===== src/pkg/cache_ctl_pkg.sv =====
package cache_ctl_pkg;
  localparam int ADDR_W       = 32;
  localparam int LINE_OFS_W   = 4;
  localparam int INDEX_W      = 7;
  localparam int LINES        = 128;
  localparam int TAG_W        = ADDR_W - INDEX_W - LINE_OFS_W;
  localparam int FILL_BEATS   = 8;
  localparam logic [2:0] BEAT_LAST = 3'h7;
  localparam logic [2:0] BEAT_RST  = 3'h0;
  localparam logic [INDEX_W-1:0] INDEX_RST = 7'h00;

  typedef enum logic [1:0] {
    FILL_IDLE  = 2'b00,
    FILL_FIRST = 2'b01,
    FILL_BEATS_ST = 2'b10
  } fill_state_t;

  typedef struct packed {
    logic              valid;
    logic [INDEX_W-1:0] index;
    logic [TAG_W-1:0]   tag;
  } tag_write_t;

  typedef struct packed {
    logic              valid;
    logic [INDEX_W-1:0] index;
    logic [TAG_W-1:0]   tag;
  } snoop_req_t;

  function automatic logic [INDEX_W-1:0] addr_index(input logic [ADDR_W-1:0] a);
    return a[LINE_OFS_W +: INDEX_W];
  endfunction

  function automatic logic [TAG_W-1:0] addr_tag(input logic [ADDR_W-1:0] a);
    return a[ADDR_W-1 -: TAG_W];
  endfunction
endpackage


===== src/design/sync_2ff.sv =====
`timescale 1ns/1ns
`default_nettype none
module sync_2ff (
  input  wire logic clk,
  input  wire logic rst_b,
  input  wire logic async_in,
  output logic      sync_out
);
  logic meta_q;
  logic sync_q;

  // reset to idle-high level of an active-low input
  always_ff @(posedge clk) begin
    if (!rst_b) begin
      meta_q <= 1'b1;
      sync_q <= 1'b1;
    end else begin
      meta_q <= async_in;
      sync_q <= meta_q;
    end
  end

  assign sync_out = sync_q;
endmodule
`default_nettype wire


===== src/design/tag_store.sv =====
`timescale 1ns/1ns
`default_nettype none
module tag_store
  import cache_ctl_pkg::*;
(
  input  wire logic                      clk,
  input  wire logic                      rst_b,
  input  wire cache_ctl_pkg::tag_write_t wr,
  input  wire cache_ctl_pkg::snoop_req_t snoop,
  input  wire logic                      flush_all,
  input  wire logic [cache_ctl_pkg::INDEX_W-1:0] look_index,
  output logic                           look_valid,
  output logic [cache_ctl_pkg::TAG_W-1:0] look_tag,
  output logic                           snoop_hit
);
  logic [LINES-1:0] valid_q;
  logic [TAG_W-1:0] tag_q [LINES];

  assign snoop_hit = snoop.valid && valid_q[snoop.index] && (tag_q[snoop.index] == snoop.tag);

  genvar g;
  generate
    for (g = 0; g < LINES; g++) begin : g_line
      // flush beats fill and snoop: a flushed line must never survive
      always_ff @(posedge clk) begin
        if (!rst_b) begin
          valid_q[g] <= 1'b0;
        end else if (flush_all) begin
          valid_q[g] <= 1'b0;
        end else if (wr.valid && wr.index == g) begin
          // a fill landing in the slot replaces the snooped old line
          valid_q[g] <= 1'b1;
        end else if (snoop_hit && snoop.index == g) begin
          valid_q[g] <= 1'b0;
        end
      end

      always_ff @(posedge clk) begin
        if (wr.valid && wr.index == g) begin
          tag_q[g] <= wr.tag;
        end
      end
    end
  endgenerate

  always_ff @(posedge clk) begin
    if (!rst_b) begin
      look_valid <= 1'b0;
      look_tag   <= '0;
    end else begin
      look_valid <= valid_q[look_index];
      look_tag   <= tag_q[look_index];
    end
  end
endmodule
`default_nettype wire


===== src/design/cache_snoop_fill_control.sv =====
`timescale 1ns/1ns
`default_nettype none
module cache_snoop_fill_control
  import cache_ctl_pkg::*;
(
  input  wire logic                             clk,
  input  wire logic                             rst_b,
  input  wire logic                             address_hold_request,
  input  wire logic                             external_address_strobe_n,
  input  wire logic                             cacheable_enable_n,
  input  wire logic                             burst_transfer_done_n,
  input  wire logic                             ready_n,
  input  wire logic                             cache_flush_n,
  input  wire logic                             cycle_start,
  input  wire logic                             cycle_cacheable,
  input  wire logic [cache_ctl_pkg::ADDR_W-1:0] core_addr,
  input  wire logic [cache_ctl_pkg::ADDR_W-1:0] addr_in,
  output logic      [cache_ctl_pkg::ADDR_W-1:0] addr_out,
  output logic                                  addr_oe_n,
  output logic                                  fill_active,
  output logic                                  line_written,
  output logic                                  snoop_invalidated,
  output logic                                  flush_done,
  output logic                                  look_valid,
  output logic [cache_ctl_pkg::TAG_W-1:0]       look_tag
);
  import cache_ctl_pkg::*;

  logic        hold_q;
  logic        ken_q;
  logic        ack;
  logic        flush_sync;
  logic        flush_sync_q;
  logic        flush_pend_q;
  logic        snoop_hit;
  logic [2:0]  beat_q;
  logic [ADDR_W-1:0] fill_addr_q;
  fill_state_t state_q;
  tag_write_t  wr;
  snoop_req_t  snoop;
  logic        ken_ack;
  logic        last_ack;
  logic        keep_line;
  logic        fill_begin;
  logic        flush_edge;
  logic [INDEX_W-1:0] look_index;

  // last beat decode, shared by the sequencer and the keep test
  function automatic logic beat_is_last(input logic [2:0] beat);
    return beat == BEAT_LAST;
  endfunction

  // either acknowledge ends a transfer
  assign ack = !ready_n || !burst_transfer_done_n;

  // a cacheable read start is the only way into a fill
  assign fill_begin = cycle_start && cycle_cacheable;

  // enable was seen one clock before this ack
  assign ken_ack = ack && ken_q;

  // ack that completes the eighth transfer
  assign last_ack = ack && beat_is_last(beat_q);

  // a burst ack on the last beat never keeps the line
  assign keep_line = fill_active && beat_is_last(beat_q) && !ready_n && ken_q;

  // one-clock delayed release, matching the pin's next-clock float
  always_ff @(posedge clk) begin
    if (!rst_b) begin
      hold_q <= 1'b0;
    end else begin
      hold_q <= address_hold_request;
    end
  end

  // only the address lines float; other outputs are untouched
  assign addr_oe_n = hold_q;

  always_ff @(posedge clk) begin
    if (!rst_b) begin
      addr_out <= '0;
    end else if (state_q == FILL_IDLE) begin
      addr_out <= core_addr;
    end
  end

  // previous-clock sample gives the "one clock before ack" point
  always_ff @(posedge clk) begin
    if (!rst_b) begin
      ken_q <= 1'b0;
    end else begin
      ken_q <= !cacheable_enable_n;
    end
  end

  // fill sequencer; an uncached first transfer ends the cycle
  always_ff @(posedge clk) begin
    if (!rst_b) begin
      state_q <= FILL_IDLE;
    end else begin
      case (state_q)
        FILL_IDLE: begin
          if (fill_begin) begin
            state_q <= FILL_FIRST;
          end
        end
        FILL_FIRST: begin
          if (ken_ack) begin
            state_q <= FILL_BEATS_ST;
          end else if (ack) begin
            state_q <= FILL_IDLE;
          end
        end
        FILL_BEATS_ST: begin
          if (last_ack) begin
            state_q <= FILL_IDLE;
          end
        end
        default: begin
          state_q <= FILL_IDLE;
        end
      endcase
    end
  end

  // beat counter only moves on acks inside a fill
  always_ff @(posedge clk) begin
    if (!rst_b) begin
      beat_q <= BEAT_RST;
    end else begin
      case (state_q)
        FILL_IDLE: begin
          beat_q <= BEAT_RST;
        end
        FILL_FIRST: begin
          if (ken_ack) begin
            beat_q <= BEAT_RST + 3'h1;
          end
        end
        FILL_BEATS_ST: begin
          if (last_ack) begin
            beat_q <= BEAT_RST;
          end else if (ack) begin
            beat_q <= beat_q + 3'h1;
          end
        end
        default: begin
          beat_q <= BEAT_RST;
        end
      endcase
    end
  end

  // line address captured at cycle start, held for the whole fill
  always_ff @(posedge clk) begin
    if (!rst_b) begin
      fill_addr_q <= '0;
    end else if (state_q == FILL_IDLE && fill_begin) begin
      fill_addr_q <= core_addr;
    end
  end

  assign fill_active = (state_q == FILL_BEATS_ST);

  // keep only on a non-burst ack at the last beat with enable one clock earlier
  always_comb begin
    wr       = '0;
    wr.index = addr_index(fill_addr_q);
    wr.tag   = addr_tag(fill_addr_q);
    wr.valid = keep_line;
  end

  // snooped address taken off the pins while strobe is low
  always_comb begin
    snoop       = '0;
    snoop.valid = !external_address_strobe_n;
    snoop.index = addr_index(addr_in);
    snoop.tag   = addr_tag(addr_in);
  end

  sync_2ff u_flush_sync (
    .clk      (clk),
    .rst_b    (rst_b),
    .async_in (cache_flush_n),
    .sync_out (flush_sync)
  );

  // previous synchronised level, idle high like the pin
  always_ff @(posedge clk) begin
    if (!rst_b) begin
      flush_sync_q <= 1'b1;
    end else begin
      flush_sync_q <= flush_sync;
    end
  end

  // falling edge only: a long low gives one flush, not one per clock
  assign flush_edge = flush_sync_q && !flush_sync;

  // edge capture so a one-clock low is never missed
  always_ff @(posedge clk) begin
    if (!rst_b) begin
      flush_pend_q <= 1'b0;
    end else begin
      flush_pend_q <= flush_edge;
    end
  end

  // lookup follows the core address index
  assign look_index = addr_index(core_addr);

  tag_store u_tags (
    .clk        (clk),
    .rst_b      (rst_b),
    .wr         (wr),
    .snoop      (snoop),
    .flush_all  (flush_pend_q),
    .look_index (look_index),
    .look_valid (look_valid),
    .look_tag   (look_tag),
    .snoop_hit  (snoop_hit)
  );

  // write reported one clock later; a flush in the same clock wins
  always_ff @(posedge clk) begin
    if (!rst_b) begin
      line_written <= 1'b0;
    end else begin
      line_written <= wr.valid && !flush_pend_q;
    end
  end

  // invalidation reported one clock after the strobe
  always_ff @(posedge clk) begin
    if (!rst_b) begin
      snoop_invalidated <= 1'b0;
    end else begin
      snoop_invalidated <= snoop_hit && !flush_pend_q;
    end
  end

  // one pulse per recognised flush
  always_ff @(posedge clk) begin
    if (!rst_b) begin
      flush_done <= 1'b0;
    end else begin
      flush_done <= flush_pend_q;
    end
  end
endmodule
`default_nettype wire


===== config.mk =====
export PLATFORM = sky130hd
export DESIGN_NAME = cache_snoop_fill_control
export DESIGN_NICKNAME = d
export VERILOG_FILES = /design/src/pkg/cache_ctl_pkg.sv /design/src/design/sync_2ff.sv /design/src/design/tag_store.sv /design/src/design/cache_snoop_fill_control.sv
export SDC_FILE = /design/constraint.sdc
export NUM_CORES = 2
export LEC_CHECK = 0
export ABC_CLOCK_PERIOD_IN_PS = 7730
export BUFFER_PORTS_ARGS = -buffer_cell sky130_fd_sc_hd__buf_2
export CAP_MARGIN = 15
export CELL_PAD_IN_SITES_DETAIL_PLACEMENT = 1
export CELL_PAD_IN_SITES_GLOBAL_PLACEMENT = 2
export CORE_ASPECT_RATIO = 0.75
export CORE_MARGIN = 8
export CORE_UTILIZATION = 35
export DETAILED_ROUTE_END_ITERATION = 6
export GPL_TIMING_DRIVEN = 1
export MAX_ROUTING_LAYER = met4
export PLACE_DENSITY_LB_ADDON = 0.3
export SLEW_MARGIN = 20
export SYNTH_ARGS = -nofsm -noshare
export SYNTH_HDL_FRONTEND = slang
export SYNTH_SLANG_ARGS = --single-unit
export TNS_END_PERCENT = 100

===== constraint.sdc =====
create_clock -name clk -period 7.73 [get_ports clk]
set_input_delay 1.546 -clock clk [delete_from_list [all_inputs] [get_ports clk]]
set_output_delay 1.546 -clock clk [all_outputs]
set_load 0.02 [all_outputs]

==> reports/results.tsv <==
metric	value	unit
Worst path max stage delay	0.82	ns
CTS Hold Bufs	0	
HP Class	flip-flop to flip-flop	
number of synthesized flops with an enable pin	2688	
Mapped Cells	6821	
ys async rst share	0	%
WL per Instance	46.0	µm
CP startpoint kind	input pin	
io pins	133	
RSZ-0062 raised after global routing	false	
Starting DRT DRC Count	15200	
Synth Area per Inst	19.9	µm²
Yosys cell types	80	
TritonCTS clock tree	done	
post-synthesis sequential area ratio	62.9	%
final std cell area, no fill	155000	µm²
H-tree levels	5	
Routed Antenna Nets	0	
Worst slew margin	14.0	%
crit-path cells	buf_4, nand2_2, o22ai_1, o21ai_0, a2111oi_2, buf_4, buf_4, a41oi_1, xnor2_1, and4_1, nand4b_4, nor4_4, buf_12, a21oi_1	
Die Ht	555	µm
final wirelength	576000	µm
WP buf/inv	4	
final setup vio count	0	
Power Total	35.5	mW
layout cells sized above 1	39.2	%
flops & latches, synth	2912	
most used cell, CP	buf_4	
Post-Place Cell Area	145000	µm²
max_cap viols	0	
Core ar.	385000	µm²
Worst-path clk slew	0.06	ns
worst slew pin tran	1.29	ns
pin count of the biggest net entering global routing	101	
Layout area overhead	14.4	%
R2R setup slack	2.64	ns
hold path endpoint	flush_pend_q	
Post-Syn Area	135000	µm²
Synth Net Count	6900	
clock skew	0.0563	ns
Nets	7252	
CTS Buf Count	302	
gp weighted congestion	0.948	
CP required	8.51	ns
Critical-path top delay cell	nand2_2	
grt ovf	0	
CP arrival	7.17	ns
worst skew pair latency	0.93	ns
setup bufs post-CTS	0	
Synth Warn #	0	
PwrDens	229	nW/µm²
Slew Limit Fails	0	
worst r2r path cells	9	
DRT Pass-1 Iters	6	
CP top delay family	simple AND/OR/NAND/NOR gates	
vias in the first global route	82000	
Hold Violations, Final	0	
status	finished clean	
DR vias/cell	6.76	
Chip Width	734	µm
reg-to-reg startpoint	state_q[0]	
count of input and output buffers	128	
Period Utilization, post-route	82.6	%
Via Count	84700	
setup TNS	0	ns
CTS Sinks	2912	
dpl ws	0.761	ns
fmax	157	MHz
DP HPWL	371000	µm
worst hold start	flush_sync_q	
maximum vdd drop	173	µV
CTS Root Buffer Type	clkbuf_16	
Critical R2R Capture	u_tags.valid_q[5]	
drt drc	0	
initial antenna violation count	85	
CTS resizes	0	
critical path fanouts, max	42	
CP Class	input pin to flip-flop	
static leakage	49.9	nW
crit path capture type	flip-flop	
hold depth	2	
Starting Density	35.2	%
Tmin final	6.39	ns
All-Layer GR Usage	28.2	%
CTS Buffer Depth	4	
num rows	197	
die area	407000	µm²
first-pass GRT wire length	762000	µm
Top FF cell, synth	edfxtp_1	
Final WS setup	1.34	ns
==> placed cells by master (no fill, tap or decap), types with 17 or more instances in the layout <==
| cell type | instances |
|---|---|
| o22ai_1 | 38 |
| dfxtp_1 | 203 |
| nor3_1 | 161 |
| clkinv_1 | 53 |
| buf_12 | 65 |
| mux2i_1 | 258 |
| nor2_4 | 130 |
| dfxtp_4 | 21 |
| nor2b_1 | 73 |
| nand2_1 | 169 |
| mux2_2 | 20 |
| buf_4 | 414 |
| clkbuf_16 | 310 |
| a221oi_1 | 21 |
| a21oi_1 | 101 |
| clkbuf_1 | 63 |
| a21boi_0 | 33 |
| o21ai_0 | 160 |
| nor2_1 | 60 |
| a22o_1 | 26 |
| clkinv_2 | 49 |
| mux4_2 | 1570 |
| nand4_1 | 18 |
| and3_1 | 17 |
| nand3_1 | 34 |
| buf_2 | 115 |
| edfxtp_1 | 2688 |
| bufinv_16 | 25 |
| diode_2 | 49 |
| a22oi_1 | 114 |
| a21oi_2 | 80 |
==> flip-flops by register name, indices dropped and copies added, names as in the netlist, 2 cells and up <==
signal	count
addr_out	32
beat_q	3
fill_addr_q	28
state_q	2
u_tags.look_tag	21
u_tags.tag_q	2688
u_tags.valid_q	128
==> how the worst max path moves through the flow <==
stage	slack, ns	startpoint	end	depth (start not counted)
global placement	-0.61	addr_in[6]	u_tags.valid_q[8]	13
detailed placement	0.76	addr_in[6]	u_tags.valid_q[7]	14
CTS	1.71	addr_in[6]	u_tags.valid_q[0]	14
global route	1.39	addr_in[6]	u_tags.valid_q[0]	14
finish	1.34	addr_in[6]	u_tags.valid_q[0]	14
floorplan	2.72	addr_in[5]	u_tags.valid_q[111]	15
==> area by class of cell <==
cell class | instances | area (µm²)
fill | 36600 | 230000
timing repair buffer | 603 | 5140
antenna | 49 | 123
multi-input combinational | 3347 | 48400
tap | 5074 | 6350
sequential | 2912 | 85300
inverter | 7 | 31.3
clock buffer | 377 | 8050
clock inverter | 160 | 1490
==> Yosys cell counts (all sizes together) (8+ instances only) <==
master	n	share of area (%)
a2111oi	9	0.058
a211oi	17	0.094
a21boi	33	0.18
a21oi	181	0.89
a221oi	21	0.14
a22o	26	0.17
a22oi	114	0.63
a31oi	16	0.074
and3	17	0.079
buf	271	1.3
clkbuf	284	0.79
dfxtp	224	3.3
edfxtp	2688	60
mux2	20	0.17
mux2i	258	1.9
mux4	1578	26
nand2	172	0.48
nand2b	20	0.092
nand3	38	0.14
nand4	19	0.099
nor2	192	0.53
nor2b	80	0.37
nor3	162	0.60
nor4	21	0.19
o21ai	167	0.62
o221ai	12	0.078
o22ai	38	0.18
o32ai	8	0.071
xnor2	13	0.084
==> worst min-delay path: stages, from the launching register on <==
cell     delay (ns)
dfxtp_1        0.29
inv_1          0.04
nor2_1         0.04
==> stage by stage <==
step	instances	util [%]	hold slack, ns
4_1_cts	12500	40.2	0.423
2_1_floorplan	6821	-	0.386
6_report	12500	40.3	0.415
3_5_place_dp	11900	37.7	0.411
5_1_grt	12500	40.3	0.433
3_3_place_gp	11900	37.7	0.402
==> power breakdown <==
group	leakage, nW	internal (mW)	total, mW	switching, mW
clock network	4.64	8.25	14.8	6.54
registers	27.5	17.2	17.4	0.143
logic	17.7	1.19	3.35	2.16
==> per-layer routing <==
metal  wire [µm]  up-vias  GRT usage (%)
met1      228000    46900           38.9
met4       25000        0           10.5
met2      239000     6481           37.9
met5           0        -              -
met3       84100      923           10.4
li1            -    30300              -
==> cell families after synthesis <==
group	Yosys count	share of synthesized area, %
AO/OA/AOI/OAI	692	3.50
XOR/XNOR	20	0.135
adder cells (fa/ha/maj)	5	0.0462
buffers and inverters	562	2.15
flip-flops	2912	62.9
multiplexers	1856	28.3
AND/OR/NAND/NOR	774	2.90
Power figures use the tool's default switching activity.
